--- src/include/swtl_pkg.sv ---
// Shared constants, state codes and carriers of the single-wire token link.
// Assumes a 40 MHz reference clock; all cycle counts derive from it.
package swtl_pkg;

  localparam int CLK_PERIOD_NS = 25;
  localparam int CLK_PER_US = 1000 / CLK_PERIOD_NS;

  // Device-driven token shape, nominal figures in ns
  localparam int START_PULSE_WIDTH_NS = 6000;
  localparam int ZERO_GAP_HIGH_WIDTH_NS = 6000;
  localparam int ZERO_SECOND_LOW_WIDTH_NS = 6000;
  localparam int BIT_PERIOD_NS = 54000;
  localparam int DIRECTION_CHANGE_DELAY_NS = 60000;
  // Receive side figures in ns
  localparam int ACTIVE_GLITCH_WIDTH_NS = 45;
  localparam int SLEEP_LOW_GLITCH_WIDTH_NS = 2000;
  localparam int BIT_WINDOW_NS = 20000;
  // Long intervals in ms
  localparam int IO_IDLE_LIMIT_MS = 65;
  localparam int FORCED_SLEEP_INTERVAL_MS = 4000;
  localparam int BUS_IGNORE_WINDOW_MS = 25;

  localparam int START_CYC = START_PULSE_WIDTH_NS / CLK_PERIOD_NS;
  localparam int ZHI_CYC = ZERO_GAP_HIGH_WIDTH_NS / CLK_PERIOD_NS;
  localparam int ZLO_CYC = ZERO_SECOND_LOW_WIDTH_NS / CLK_PERIOD_NS;
  localparam int DEV_BIT_CYC = BIT_PERIOD_NS / CLK_PERIOD_NS;
  localparam int TURN_CYC = DIRECTION_CHANGE_DELAY_NS / CLK_PERIOD_NS;
  localparam int ACTIVE_GLITCH_CYC =
    (ACTIVE_GLITCH_WIDTH_NS + CLK_PERIOD_NS - 1) / CLK_PERIOD_NS;
  localparam int SLEEP_GLITCH_CYC =
    (SLEEP_LOW_GLITCH_WIDTH_NS + CLK_PERIOD_NS - 1) / CLK_PERIOD_NS;
  localparam int BIT_WIN_CYC = BIT_WINDOW_NS / CLK_PERIOD_NS;
  localparam int IO_IDLE_CYC = IO_IDLE_LIMIT_MS * 1000 * CLK_PER_US;
  localparam int FORCED_SLEEP_CYC =
    FORCED_SLEEP_INTERVAL_MS * 1000 * CLK_PER_US;
  localparam int BUS_IGNORE_CYC = BUS_IGNORE_WINDOW_MS * 1000 * CLK_PER_US;

  localparam int FLAG_BITS = 8;
  localparam logic [7:0] FLAG_COMMAND = 8'h66;
  localparam logic [7:0] FLAG_TRANSMIT = 8'h99;
  localparam logic [7:0] FLAG_SLEEP = 8'hcc;

  typedef enum logic [7:0] {
    ST_SLEEP = 8'h01,
    ST_WAKE = 8'h02,
    ST_IDLE = 8'h04,
    ST_RXB = 8'h08,
    ST_BUSY = 8'h10,
    ST_TURN = 8'h20,
    ST_TX = 8'h40,
    ST_PAUSE = 8'h80
  } swtl_state_t;

  typedef struct packed {
    logic [7:0] data;
    logic first;
    logic last;
  } swtl_rx_beat_t;

  typedef struct packed {
    logic [7:0] data;
    logic last;
  } swtl_tx_beat_t;

endpackage

--- src/rtl/swtl_glitch_filter.sv ---
// Synchroniser and short-pulse filter for the link wire input.
// Assumes the wire idles high; reads the raw pin from outside the clock.
module swtl_glitch_filter
  import swtl_pkg::*;
(
  // Clock and reset
  input wire logic ref_clk,
  input wire logic rst,
  input wire logic ce,
  // Wire
  input wire logic pin_raw,
  output logic lvl
);

  logic sync_a;
  logic sync_b;
  logic [1:0] stable_cnt;

  always_ff @(posedge ref_clk or posedge rst) begin
    if (rst) begin
      sync_a <= 1'b1;
      sync_b <= 1'b1;
    end else if (ce) begin
      sync_a <= pin_raw;
      sync_b <= sync_a;
    end
  end

  // A new level must persist for the whole filter width before it counts
  always_ff @(posedge ref_clk or posedge rst) begin
    if (rst) begin
      lvl <= 1'b1;
      stable_cnt <= 2'h0;
    end else if (ce) begin
      if (sync_b == lvl) begin
        stable_cnt <= 2'h0;
      end else if (stable_cnt == 2'(ACTIVE_GLITCH_CYC - 1)) begin
        lvl <= sync_b;
        stable_cnt <= 2'h0;
      end else begin
        stable_cnt <= stable_cnt + 2'h1;
      end
    end
  end
endmodule

--- src/rtl/swtl_link.sv ---
// Device end of the single-wire token link: wake, bit tokens, flags, blocks.
// Assumes the wire is open drain with a pull-up; command logic beside it
// consumes received block bytes and supplies response block bytes.
// How it works
// - A flag is exactly eight bit tokens
// - Blocks carry leading byte count and checksum
// - Packet bytes go to and from command logic
// - Device sends only zero and one tokens
// - Device pulses nominal 6 us, system 4.34 us
// - Wake-to-data beyond idle limit returns to sleep
// - Bit gaps reaching idle limit force sleep
// - Response starts 60 us after transmit flag
// - Active: pulses under 45 ns are ignored
// - Sleep: lows under 2 us never wake
// - Watchdog forces sleep fixed time after wake
// - Pause request ignores the wire for a window
// - Flags 66, 99, cc act; others ignored
// - Busy executing: wire transitions are ignored
module swtl_link
  import swtl_pkg::*;
#(
  parameter int unsigned IO_IDLE_LIMIT = IO_IDLE_CYC,
  parameter int unsigned FORCED_SLEEP_INTERVAL = FORCED_SLEEP_CYC,
  parameter int unsigned BUS_IGNORE_WINDOW = BUS_IGNORE_CYC
)
(
  // Clock and reset
  input wire logic ref_clk,
  input wire logic rst,
  input wire logic ce,
  // Link wire, open drain
  input wire logic wire_in,
  output logic wire_out,
  output logic wire_oe,
  // Received block bytes
  output swtl_rx_beat_t rx_beat,
  output logic rx_valid,
  // Response block bytes
  input wire swtl_tx_beat_t tx_beat,
  input wire logic tx_valid,
  output logic tx_ready,
  // Command execution
  input wire logic exec_done,
  input wire logic bus_ignore_request,
  output logic busy,
  output logic awake
);

  swtl_state_t state;
  logic lvl;
  logic lvl_q;
  logic fall;
  logic [7:0] lo_cnt;
  logic win_on;
  logic [15:0] win_cnt;
  logic [1:0] falls;
  logic bit_done;
  logic bit_val;
  logic [2:0] bit_cnt;
  logic [7:0] shreg;
  logic byte_done;
  logic [7:0] byte_val;
  logic [7:0] remain;
  logic byte_first;
  logic blk_last;
  logic [31:0] idle_cnt;
  logic [31:0] wdog_cnt;
  logic [31:0] tmr;
  logic idle_hit;
  logic wdog_hit;
  logic [15:0] txc;
  logic [2:0] tx_bit;
  logic [7:0] tx_sh;
  logic tx_have;
  logic tx_last;
  logic tx_bit_end;
  logic listen;

  swtl_glitch_filter u_filter (
    .ref_clk(ref_clk),
    .rst(rst),
    .ce(ce),
    .pin_raw(wire_in),
    .lvl(lvl)
  );

  assign fall = lvl_q & ~lvl;
  // Wire is watched only while awaiting tokens; busy and pause are deaf
  assign listen = (state == ST_IDLE) || (state == ST_RXB);
  assign bit_done = win_on && (win_cnt == 16'(BIT_WIN_CYC - 1));
  assign bit_val = (falls == 2'h1);
  assign byte_done = bit_done && (bit_cnt == 3'(FLAG_BITS - 1));
  assign byte_val = {bit_val, shreg[7:1]};
  assign blk_last = byte_first ? (byte_val <= 8'h01) : (remain == 8'h01);
  assign idle_hit = (idle_cnt == IO_IDLE_LIMIT - 1);
  assign wdog_hit = (wdog_cnt == FORCED_SLEEP_INTERVAL - 1);
  assign tx_bit_end = tx_have && (txc == 16'(DEV_BIT_CYC - 1));

  // Bit token decoder: counts falling edges inside a window from the start
  always_ff @(posedge ref_clk or posedge rst) begin
    if (rst) begin
      lvl_q <= 1'b1;
      win_on <= 1'b0;
      win_cnt <= 16'h0;
      falls <= 2'h0;
      bit_cnt <= 3'h0;
      shreg <= 8'h0;
    end else if (ce) begin
      lvl_q <= lvl;
      if (!listen) begin
        win_on <= 1'b0;
        bit_cnt <= 3'h0;
      end else if (!win_on) begin
        if (fall) begin
          win_on <= 1'b1;
          win_cnt <= 16'h0;
          falls <= 2'h1;
        end
      end else begin
        win_cnt <= win_cnt + 16'h1;
        if (fall && falls != 2'h3) begin
          falls <= falls + 2'h1;
        end
        if (bit_done) begin
          win_on <= 1'b0;
          shreg <= byte_val;
          bit_cnt <= bit_cnt + 3'h1;
        end
      end
    end
  end

  // Idle, watchdog and shared interval timers
  always_ff @(posedge ref_clk or posedge rst) begin
    if (rst) begin
      idle_cnt <= 32'h0;
      wdog_cnt <= 32'h0;
      tmr <= 32'h0;
    end else if (ce) begin
      if (fall || !(listen || state == ST_WAKE)) begin
        idle_cnt <= 32'h0;
      end else if (!idle_hit) begin
        idle_cnt <= idle_cnt + 32'h1;
      end
      if (state == ST_SLEEP) begin
        wdog_cnt <= 32'h0;
      end else if (!wdog_hit) begin
        wdog_cnt <= wdog_cnt + 32'h1;
      end
      if (state == ST_TURN || state == ST_PAUSE) begin
        tmr <= tmr + 32'h1;
      end else begin
        tmr <= 32'h0;
      end
    end
  end

  // Link state
  always_ff @(posedge ref_clk or posedge rst) begin
    if (rst) begin
      state <= ST_SLEEP;
      lo_cnt <= 8'h0;
    end else if (ce) begin
      lo_cnt <= (state == ST_SLEEP && !lvl) ? lo_cnt + 8'h1 : 8'h0;
      if (state != ST_SLEEP && wdog_hit) begin
        state <= ST_SLEEP;
      end else begin
        case (state)
          ST_SLEEP: begin
            if (lo_cnt == 8'(SLEEP_GLITCH_CYC - 1)) begin
              state <= ST_WAKE;
            end
          end
          ST_WAKE: begin
            if (idle_hit) begin
              state <= ST_SLEEP;
            end else if (lvl) begin
              state <= ST_IDLE;
            end
          end
          ST_IDLE: begin
            if (idle_hit) begin
              state <= ST_SLEEP;
            end else if (bus_ignore_request) begin
              state <= ST_PAUSE;
            end else if (byte_done) begin
              if (byte_val == FLAG_COMMAND) begin
                state <= ST_RXB;
              end else if (byte_val == FLAG_TRANSMIT) begin
                state <= ST_TURN;
              end else if (byte_val == FLAG_SLEEP) begin
                state <= ST_SLEEP;
              end
            end
          end
          ST_RXB: begin
            if (idle_hit) begin
              state <= ST_SLEEP;
            end else if (byte_done && blk_last) begin
              state <= ST_BUSY;
            end
          end
          ST_BUSY: begin
            if (bus_ignore_request) begin
              state <= ST_PAUSE;
            end else if (exec_done) begin
              state <= ST_IDLE;
            end
          end
          ST_TURN: begin
            if (tmr == 32'(TURN_CYC - 1)) begin
              state <= ST_TX;
            end
          end
          ST_TX: begin
            if (tx_bit_end && tx_bit == 3'(FLAG_BITS - 1) && tx_last) begin
              state <= ST_IDLE;
            end
          end
          ST_PAUSE: begin
            if (tmr == BUS_IGNORE_WINDOW - 1) begin
              state <= ST_IDLE;
            end
          end
          default: begin
            state <= ST_SLEEP;
          end
        endcase
      end
    end
  end

  // Received block bytes, count byte first, length taken from it
  always_ff @(posedge ref_clk or posedge rst) begin
    if (rst) begin
      rx_beat <= '0;
      rx_valid <= 1'b0;
      remain <= 8'h0;
      byte_first <= 1'b1;
    end else if (ce) begin
      rx_valid <= 1'b0;
      if (state != ST_RXB) begin
        byte_first <= 1'b1;
      end else if (byte_done) begin
        rx_valid <= 1'b1;
        rx_beat.data <= byte_val;
        rx_beat.first <= byte_first;
        rx_beat.last <= blk_last;
        byte_first <= 1'b0;
        remain <= byte_first ? byte_val - 8'h1 : remain - 8'h1;
      end
    end
  end

  // Response bytes go out LSB first, one token per bit
  always_ff @(posedge ref_clk or posedge rst) begin
    if (rst) begin
      txc <= 16'h0;
      tx_bit <= 3'h0;
      tx_sh <= 8'h0;
      tx_have <= 1'b0;
      tx_last <= 1'b0;
      tx_ready <= 1'b0;
      wire_oe <= 1'b0;
    end else if (ce) begin
      tx_ready <= 1'b0;
      if (state != ST_TX) begin
        tx_have <= 1'b0;
        wire_oe <= 1'b0;
      end else if (!tx_have) begin
        wire_oe <= 1'b0;
        if (tx_ready && tx_valid) begin
          tx_sh <= tx_beat.data;
          tx_last <= tx_beat.last;
          tx_have <= 1'b1;
          txc <= 16'h0;
          tx_bit <= 3'h0;
        end else begin
          tx_ready <= 1'b1;
        end
      end else begin
        // One holds a single start low; zero adds a second low
        wire_oe <= (txc < 16'(START_CYC)) || (!tx_sh[0] &&
          txc >= 16'(START_CYC + ZHI_CYC) &&
          txc < 16'(START_CYC + ZHI_CYC + ZLO_CYC));
        if (tx_bit_end) begin
          txc <= 16'h0;
          tx_sh <= {1'b0, tx_sh[7:1]};
          tx_bit <= tx_bit + 3'h1;
          if (tx_bit == 3'(FLAG_BITS - 1)) begin
            tx_have <= 1'b0;
          end
        end else begin
          txc <= txc + 16'h1;
        end
      end
    end
  end

  always_ff @(posedge ref_clk or posedge rst) begin
    if (rst) begin
      wire_out <= 1'b0;
      busy <= 1'b0;
      awake <= 1'b0;
    end else if (ce) begin
      wire_out <= 1'b0;
      busy <= (state == ST_BUSY);
      awake <= (state != ST_SLEEP);
    end
  end

  // Helper: length of the current driven low
  logic [15:0] oe_len;
  always_ff @(posedge ref_clk or posedge rst) begin
    if (rst) begin
      oe_len <= 16'h0;
    end else if (ce) begin
      oe_len <= wire_oe ? oe_len + 16'h1 : 16'h0;
    end
  end
endmodule

--- config.mk ---
export PLATFORM = sky130hd
export DESIGN_NAME = swtl_link
export DESIGN_NICKNAME = d
export VERILOG_FILES = /design/src/include/swtl_pkg.sv /design/src/rtl/swtl_glitch_filter.sv /design/src/rtl/swtl_link.sv
export SDC_FILE = /design/constraint.sdc
export NUM_CORES = 1
export LEC_CHECK = 0
export BUFFER_PORTS_ARGS = -buffer_cell sky130_fd_sc_hd__buf_4
export CORE_UTILIZATION = 44
export CTS_CLUSTER_DIAMETER = 150
export DETAILED_ROUTE_END_ITERATION = 6
export PLACE_DENSITY_LB_ADDON = 0.05
export SLEW_MARGIN = 20
export SYNTH_ARGS = -nofsm -noshare
export SYNTH_HDL_FRONTEND = slang
export SYNTH_SLANG_ARGS = --single-unit
export TNS_END_PERCENT = 10
--- constraint.sdc ---
create_clock -name ref_clk -period 6.75 [get_ports ref_clk]
set_clock_uncertainty 0.1 [all_clocks]
set_input_delay 0.675 -clock ref_clk [delete_from_list [all_inputs] [get_ports ref_clk]]
set_output_delay 0.675 -clock ref_clk [all_outputs]
set_load 0.02 [all_outputs]
Word-level counts from Yosys, hierarchy flattened
Cells that the tools add are included.
{"block": "totals", "regBits": 201, "out_inout_bits": 16, "input_bits": 16, "wordCells": 194}
{"block": "op_classes", "eq_ne": 43, "bitwise": 6, "n_addsub": 12, "muxes": 63, "magnitude_cmp": 4, "n_reduce_logical": 36}
{"operator": "2-to-1 mux 8 bit", "count": 22}
{"operator": "2-to-1 mux 32 bit", "count": 5}
{"operator": "adder 32 x 1 -> 32 bit (second input constant)", "count": 3}
{"operator": "2-to-1 mux 16 bit", "count": 5}
{"operator": "one-hot mux 8 bit (8 select lines)", "count": 1}
{"operator": "adder 16 x 1 -> 16 bit (second input constant)", "count": 2}
{"operator": "== test 32 x 12 -> 1 bit (second input constant)", "count": 1}
{"operator": "== test 32 x 20 -> 1 bit (second input constant)", "count": 1}
{"operator": "== test 32 x 22 -> 1 bit (second input constant)", "count": 1}
{"operator": "== test 32 x 28 -> 1 bit (second input constant)", "count": 1}
{"operator": "== test 8 x 7 -> 1 bit (second input constant)", "count": 3}
{"operator": "== test 8 bit (second input constant)", "count": 3}
{"operator": "2-to-1 mux 1 bit", "count": 19}
{"operator": "2-to-1 mux 3 bit", "count": 6}
{"operator": "== test 16 x 10 -> 1 bit (second input constant)", "count": 1}
{"operator": "== test 16 x 12 -> 1 bit (second input constant)", "count": 1}
{"operator": "== test 8 x 1 -> 1 bit (second input constant)", "count": 2}
{"operator": ">= comparator 16 x 9 -> 1 bit (second input constant)", "count": 1}
{"operator": "less-than comparator 16 x 10 -> 1 bit (second input constant)", "count": 1}
{"operator": "less-than comparator 16 x 8 -> 1 bit (second input constant)", "count": 1}
{"operator": "AND reduction 4 bit", "count": 4}
{"operator": "subtractor 8 x 1 -> 8 bit (second input constant)", "count": 2}
{"operator": "AND reduction 3 bit", "count": 5}
{"operator": "logical AND 1 bit", "count": 12}
{"operator": "other kinds (31)", "count": 61}

Depth between registers and ports, before layout
Gate-level depths: netlist of the first run.
{"block": "depth", "ltp_word": 10, "mapped_depth": 10, "ltp_nobuf": 8}

Cells and area by module
A second synthesis of the first run with hierarchy kept.
{"block": "hier_totals", "hier_cells": 1139, "hier_area_um2": 10664.0}
{"module": "swtl_link", "seq_area_each_um2": 4883.4, "cells_each": 1122, "area_per_inst_um2": 10443.8, "n_inst": 1}
{"module": "swtl_glitch_filter", "seq_area_each_um2": 128.9, "cells_each": 17, "area_per_inst_um2": 220.2, "n_inst": 1}

Worst setup path after synthesis of the first run
OpenSTA, ideal clock, no wires.
{"block": "synth_path", "kind": "input -> register", "startpoint": "input port ce", "endpoint": "register win_cnt[15]", "setup_slack_ns": 4.191, "required_ns": 6.511, "setup_ns": 0.139, "cell_stages": 7, "t_arrival_ns": 2.320, "cell_sequence": "clkbuf_1 -> buf_1 -> nand4_1 -> nor4_1 -> nand4_1 -> xor2_1 -> nor2_1"}
{"block": "synth_between", "elab_chain_len": 1}
{"element": "from (decl)", "line": "swtl_link.sv:30", "rtl": "input wire logic ce,"}
{"element": "AND reduction 3 bit (no line)"}
{"element": "to (signal assigned)", "line": "swtl_link.sv:120", "rtl": "win_cnt <= win_cnt + 16'h1;"}
{"element": "to (decl)", "line": "swtl_link.sv:55", "rtl": "logic [15:0] win_cnt;"}
Every way passes these cells.
A chain may end at the register's enable or synchronous reset.

Worst setup path after layout of the first run
{"block": "layout_path", "startpoint": "register win_cnt[15]", "endpoint": "register remain[2]"}
{"block": "layout_between", "elab_chain_len": 4}
{"element": "== test 16 x 10 -> 1 bit", "line": "swtl_link.sv:90", "rtl": "assign bit_done = win_on && (win_cnt == 16'(BIT_WIN_CYC - 1));"}
{"element": "logical AND 1 bit", "line": "swtl_link.sv:90"}
{"element": "logical AND 1 bit", "line": "swtl_link.sv:92", "rtl": "assign byte_done = bit_done && (bit_cnt == 3'(FLAG_BITS - 1));"}
{"element": "AND reduction 3 bit (no line)"}
{"element": "to (signal assigned)", "line": "swtl_link.sv:250", "rtl": "remain <= byte_first ? byte_val - 8'h1 : remain - 8'h1;"}
{"element": "to (decl)", "line": "swtl_link.sv:63", "rtl": "logic [7:0] remain;"}
Every way passes these cells.

==> impl_results.md, run 1 <==
* Status: finished clean
* Worst-skew pair later-pin latency at 0.44 ns
* Post-Synthesis Cells at 1150
* FF-to-FF End: remain[2]
* Layout Nets at approximately 1200
* CTS sink cnt at 200
* Dpl cell area at between 10000 and 15000 um^2
* FF-to-FF setup slack at between 3 and 4 ns
* Drt pass-1 iters at 5
* Dpl hpwl at 15700 um
* CTS-repair resized insts at 0
* Final Wtd Congestion at 0.762
* Ratio of cells with drive above 1 in the final layout at 9.67%
* Largest family of logic cells by synthesized area: simple AND/OR/NAND/NOR gates
* Setup Buffers After CTS at 0
* Max-slew violation count at 0
* Min Tclk post-route at 3.08 ns
* Met1 WL at 12400 um
* Highest metal used: met4
* Row count at 56
* # Max-Cap Violations at 0
* ANT nets after route at 0
* Core area at between 20000 and 25000 um^2
* Post-synth ARST share at 100%
* Sequential element share of the synthesized area at between 40% and 50%
* Synth top area share at between 40% and 50%
* Slew headroom at 39.7%
* Crit path launch: win_cnt[15]
* Drt first-iter violations at roughly 580
* Critical Path Fanout Max at 14
* Worst EP required at 6.96 ns
* Port bufs at 30
* Synthesized cell area at 10700 um^2
* Slowest stage delay, CP at 0.60 ns
* Adder-cell share of the synthesized area at under 10%
* DR WL met3 at 509 um
* Synth-to-Final Area Change at 10.0%
* Final wirelength at 23600 um
* Synth area leader: dfrtp_1
* CTS Hold Buffers Added at 0
* Slew at the pin with the worst max-slew slack at 0.898 ns
* Final Instance Area at 11700 um^2
* Die Area at ~25000 um^2
* Synth Area in Simple Gates at 25.9%
* Vias at about 8000
* GRT overflow at 0
* Clk root buf: clkbuf_16
* CTS tree: built
* EDFF count, synth at 0
* Flops & latches, synth at 200
* Clock buffer count from CTS at 17
* Die Wd at 158 um
* Initial antenna violation count at 0
* Worst path bufs/invs at 0
* Wirelength per Cell at 15.9 um
* Mux cell area share after synthesis at 3.28%
* Slowest CP cell: or4_1
* H-tree depth at 4
* Syn_nets at 1184
* Synth Area in Compound Gates at 11.0%
* Pleak at 4.97 nW
* Worst Setup Path Type: reg2reg
* Netlist cell types at 67
* VDD IR max at 144 uV
* WL met2 at approximately 11000 um
* Multi-input gate area in the final layout at 5340 um^2
* Global-route wire length before repair at 40300 um
* Synth Area in XOR/XNOR at 7.47%
* R2R depth at 6
* Die height at 158 um
* Synthesized area per cell at 9.28 um^2
* CP cell instances: or4_1 -> nor4_1 -> nand4_1 -> or2_2 -> o22ai_1 -> a21oi_1
* Startpoint Class: flip-flop
* N_diodes at 0
* Post-synth top flop: dfrtp_1
* CTS clk-pin slew, worst paths at 0.07 ns
* Endpoints failing hold at 0
* Fmax at 324 MHz
* All-layer global routing usage at 20.3%
* Remaining DRCs at 0
* WP data arrival at roughly 3.3 ns
* Worst path top cell family by delay: simple AND/OR/NAND/NOR gates
* Power density over the cells at 200 nW/um^2
* R2r startpoint: win_cnt[15]
* Initial Utilization at 45.2%
* Synth top area cells: dfrtp_1 46%, nor2_1 4.8%, nand2_1 4.0%, xor2_1 3.9%, o21ai_0 3.8%
* Vias in the first global route at 7936
* Post-route clock period utilization at 45.7%
* Final setup viols at 0
* CP endpoint kind: flip-flop
* Io pins at 32
* RSZ-0062 raised after global routing: no
* Setup_tns at 0 ns
* Post-DR vias/cell at 5.54
* Fillers at 2259
* CTS Buffer Depth at 2
* Largest net degree at the start of global routing at 108
* Ys Warns at 0
* Flip-flop and latch area at 5010 um^2
* Hold crit path type: in2async
## area by class of cell
class / instances / share of cell area [%]
clock buffers: 23 / 3.99
clock inverters: 6 / 0.597
inverters: 38 / 1.28
multi-input cells: 863 / 45.5
flip-flops and latches: 200 / 42.7
well taps: 319 / 3.40
repair buffers: 39 / 2.49
## through the flow
stage / utilization, % / hold WS, ns / setup WS (ns) / power [mW] / instances
floorplan: - / 0.337 / 0.531 / 1.36 / 1150
detailed placement: 47.4 / 0.367 / 3.67 / 1.40 / 1459
global placement: 47.3 / 0.356 / 3.69 / 1.40 / 1459
CTS: 49.6 / 0.318 / 3.68 / 2.38 / 1488
finish: 49.7 / 0.286 / 3.67 / 2.34 / 1488
global route: 49.7 / 0.352 / 3.42 / 2.45 / 1488
## metal layers
layer  vias up  track usage (%)
met1      4035             29.6
met3        12             3.26
met4         0             4.67
met2        63             31.5
met5         -                0
li1       4133                -
## Yosys cell counts (all sizes together), types with 3 or more instances
| cell type | n |
|---|---|
| dfrtp | 194 |
| nor2 | 137 |
| nand2 | 114 |
| o21ai | 84 |
| nand3 | 59 |
| xor2 | 47 |
| clkbuf | 44 |
| nand4 | 44 |
| xnor2 | 44 |
| nor3 | 38 |
| inv | 37 |
| a21oi | 34 |
| nor4 | 29 |
| and3 | 23 |
| ha | 18 |
| mux2i | 17 |
| mux2 | 16 |
| or3 | 15 |
| a22o | 11 |
| o31ai | 11 |
| o22ai | 9 |
| and2 | 8 |
| and4 | 8 |
| or2 | 8 |
| or4 | 8 |
| nand4b | 7 |
| nor4b | 7 |
| o41ai | 7 |
| dfstp | 6 |
| nand2b | 6 |
| a31oi | 5 |
| buf | 5 |
| or4b | 5 |
| a21o | 4 |
| and4b | 4 |
| nand3b | 4 |
| o2bb2ai | 4 |
| nor2b | 3 |
| nor3b | 3 |
| nor4bb | 3 |
| o2111ai | 3 |
## sequential cells by signal, indices dropped and copies added, names as in the netlist, 3 cells and up
register,cells
bit_cnt,3
idle_cnt,32
lo_cnt,8
remain,8
rx_beat,10
shreg,7
state,8
tmr,32
tx_bit,3
tx_sh,8
txc,16
wdog_cnt,32
win_cnt,16
## placed cells by master, fill, tap and decap left out, drive strengths merged, types with 9 or more instances in the layout
cell type,netlist,layout
a22o,11,11
nor4,29,29
clkbuf,44,23
dfrtp,194,194
a21oi,34,34
nand3,59,59
nand2,114,114
nor3,38,38
xnor2,44,44
xor2,47,47
ha,18,18
and3,23,23
mux2i,17,17
nand4,44,44
o21ai,84,84
mux2,16,16
nor2,137,137
or3,15,15
buf,5,39
inv,37,38
o22ai,9,9
o31ai,11,11
## worst max path at each step
| stage | cells after the start | slack, ns | end |
|---|---|---|---|
| 6_report | 6 | 3.67 | remain[2] |
| 5_1_grt | 7 | 3.42 | remain[4] |
| 4_1_cts | 5 | 3.68 | wdog_cnt[0] |
| 3_5_place_dp | 7 | 3.67 | state[0] |
| 3_3_place_gp | 5 | 3.69 | wdog_cnt[0] |
| 2_1_floorplan | 1 | 0.53 | awake |
## power breakdown
group	internal, mW	total, mW	switching (mW)
Clock	0.525	0.969	0.444
Combinational	0.0428	0.123	0.0806
Sequential	1.22	1.25	0.0241
## cells by family after synthesis
family,count (synthesis)
AND/OR/NAND/NOR,534
buffers and inverters,87
flip-flops,200
multiplexers,33
adder cells (fa/ha/maj),18
AO/OA/AOI/OAI,186
XOR/XNOR,91
other,1
Note: power is estimated with default switching activity, not from simulation.
==> inputs of run 2 (changes only) <==
- clock period: 6.75 -> 2.81 ns (I/O delays scaled with it)
==> run 2 against run 1 <==
Net effect:
- combinational power grew to 2.8 times the previous value
- via count is 1.7% higher
- largest cell class unchanged
- clock-buffer cell count fell by 5
- global-route usage up 0.32 points
- highest routed layer unchanged
- cell area is 3.7% higher
- critical path depth did not move
- setup slack got worse by 3.5 ns
- critical path type unchanged
- sequential share of layout area is 1.5 points lower
==> impl_results.md, run 2 (same netlist as run 1, synthesis figures left out) <==
* Final Instance Area at 12200 um^2 (was 11700 um^2)
* Tot Pwr at 5.67 mW (was 2.34 mW)
* GRT overflow at 0 (unchanged)
* Largest net degree at the start of global routing at 57 (was 108)
* Slowest CP cell: or4_4 (was or4_1)
* H-tree depth at 4 (unchanged)
* Die height at 158 um (unchanged)
* Min Tclk post-route at 2.69 ns (was 3.08 ns)
* Final wirelength at 24300 um (was 23600 um)
* Layout Nets at 1244 (was 1193)
* Commonest non-fill, non-tap cell in the layout: dfrtp_1 (unchanged)
* Internal at 4.31 mW (was 1.79 mW)
* Worst setup margin at 0.123 ns (was 3.67 ns)
* Ratio of cells with drive above 1 in the final layout at 13.6% (was 9.67%)
* Critical Path Fanout Max at 12 (was 14)
* Reg power frac at 52.7% (was 53.3%)
* R2R depth at 6 (unchanged)
* Worst path bufs/invs at 0 (unchanged)
* Max-slew violation count at 0 (unchanged)
* Switch Pwr at 1.36 mW (was 549 uW)
* Dpl hpwl at 16500 um (was 15700 um)
* Final setup viols at 0 (unchanged)
* Port bufs at 30 (unchanged)
* Pleak at 5.25 nW (was 4.97 nW)
* Clock Power Share at 41.2% (was 41.4%)
* Worst EP required at 3.02 ns (was 6.96 ns)
* Core area at 23600 um^2 (unchanged)
* Fin cells at 1540 (was 1488)
* Worst path top cell family by delay: simple AND/OR/NAND/NOR gates (unchanged)
* Remaining DRCs at 0 (unchanged)
* ANT nets after route at 0 (unchanged)
* Status: finished clean (unchanged)
* CTS tree: built (unchanged)
* Final Wtd Congestion at 0.791 (was 0.762)
* Worst-skew pair later-pin latency at 0.44 ns (about the same)
* WP data arrival at 2.90 ns (was 3.29 ns)
* Global-route wire length before repair at 40900 um (was 40300 um)
* Die Wd at 158 um (unchanged)
* R2r startpoint: idle_cnt[22] (was win_cnt[15])
* Setup Buffers After CTS at 0 (unchanged)
* Slew headroom at 55.5% (was 39.7%)
* Worst Hold Path Cells at 3
* Endpoints failing hold at 0 (unchanged)
* CTS Buffer Depth at 2 (unchanged)
* Vias at 8384 (was 8243)
* Largest registers: idle_cnt x32, tmr x32, wdog_cnt x32 (unchanged)
* # Max-Cap Violations at 0 (unchanged)
* Post-route clock period utilization at 95.6% (was 45.7%)
* Io pins at 32 (unchanged)
* Sw frac at 24.0% (was 23.4%)
* Worst Setup Path Type: reg2reg (unchanged)
* Slowest stage delay, CP at 0.60 ns (about the same)
* Startpoint Class: flip-flop (unchanged)
* CP endpoint kind: flip-flop (unchanged)
* Slew at the pin with the worst max-slew slack at 0.664 ns (was 0.898 ns)
* N_diodes at 0 (unchanged)
* Post-DR vias/cell at 5.44 (was 5.54)
* Clk root buf: clkbuf_16 (unchanged)
* Wirelength per Cell at 15.8 um (was 15.9 um)
* VDD IR max at 339 uV (was 144 uV)
* Fmax at 372 MHz (was 324 MHz)
* Placement Setup Slack at 0.0888 ns (was 3.67 ns)
* Initial antenna violation count at 0 (unchanged)
* Hold crit path type: in2reg (was in2async)
* CP cell instances: or4b_1 -> or4_1 -> or4_4 -> or4b_2 -> xor2_1 -> nor2_1 (was or4_1 -> nor4_1 -> nand4_1 -> or2_2 -> o22ai_1 -> a21oi_1)
* Placed Cells at 1506 (was 1459)
* Die Area at 24900 um^2 (unchanged)
* Synth-to-Final Area Change at 14.1% (was 10.0%)
* Most frequent cells in the layout: 194 x dfrtp_1, 134 x nor2_1, 114 x nand2_1 (unchanged)
* Clock buffer count from CTS at 17 (unchanged)
* Drt pass-1 iters at 5 (unchanged)
* Endpoint, Worst Hold: tx_sh[3]
* Initial Utilization at 45.2% (unchanged)
* CTS sink cnt at 200 (unchanged)
* FF-to-FF setup slack at 0.12 ns (was 3.67 ns)
* Fillers at 2278 (was 2259)
* Logic pwr share at 6.1% (was 5.3%)
* CTS clk-pin slew, worst paths at 0.07 ns (about the same)
* Drt first-iter violations at 486 (was 577)
* All-layer global routing usage at 20.6% (was 20.3%)
* Vias in the first global route at 7916 (was 7936)
* Dpl cell area at 11600 um^2 (was 11200 um^2)
* Hold path start: tx_beat[4]
* Row count at 56 (unchanged)
* FF-to-FF End: idle_cnt[17] (was remain[2])
* Power density over the cells at 466 nW/um^2 (was 200 nW/um^2)
[run 2: worst max path at each step]
stage | from | endpoint | slack (ns) | cells after the start
2_1_floorplan | rst | awake | -0.15 | 1
4_1_cts | wdog_cnt[0] | state[7] | 0.05 | 7
3_3_place_gp | wdog_cnt[0] | state[2] | 0.08 | 7
6_report | idle_cnt[22] | idle_cnt[17] | 0.12 | 6
5_1_grt | tmr[0] | state[5] | -0.02 | 9
3_5_place_dp | wdog_cnt[0] | state[7] | 0.09 | 7
[run 2: metal layers]
| metal | vias to the layer above | wire (um) | track usage [%] |
|---|---|---|---|
| met4 | 0 | 228 | 5.64 |
| li1 | 4237 | - | - |
| met2 | 82 | 11000 | 32.2 |
| met1 | 4050 | 12500 | 29.9 |
| met5 | - | 0 | 0 |
| met3 | 15 | 483 | 2.85 |
[run 2: repair_timing]
item,4_1_cts,5_1_grt
resized for setup,0,3
endpoints found under the setup margin,0,8
hold buffers,4,0
endpoints found under the hold margin,16,0
[run 2: tightest hold or removal path, stage by stage]
cell and delay, ns:
buf_4 0.08, mux2i_1 0.05, o21ai_0 0.13
[run 2: area by class of cell]
cell class | instances | area [um^2] | share of cell area, %
Timing Repair Buffer | 90 | 723 | 5.94
Sequential cell | 200 | 5010 | 41.2
Inverter | 38 | 146 | 1.20
Multi-Input combinational cell | 863 | 5340 | 43.9
Tap cell | 319 | 399 | 3.28
Clock inverter | 12 | 103 | 0.843
Clock buffer | 18 | 439 | 3.61
[run 2: power by group through the flow]
stage	combinational, mW	clock (mW)	sequential [mW]
after floorplan	0.230	0	3.03
after global placement	0.346	0	3.05
after detailed placement	0.349	0	3.05
after CTS	0.355	2.41	2.99
after global routing	0.394	2.52	3.00
final	0.345	2.34	2.99
[run 2: per-stage QoR]
stage | hold WS (ns) | TNS [ns] | util (%)
detailed placement | 0.268 | 0 | 49.0
CTS | 0.0342 | 0 | 51.4
finish | 0.0411 | 0 | 51.5
floorplan | 0.298 | -29.96 | -
global placement | 0.272 | 0 | 49.0
global route | 0.0364 | -0.0494 | 51.5
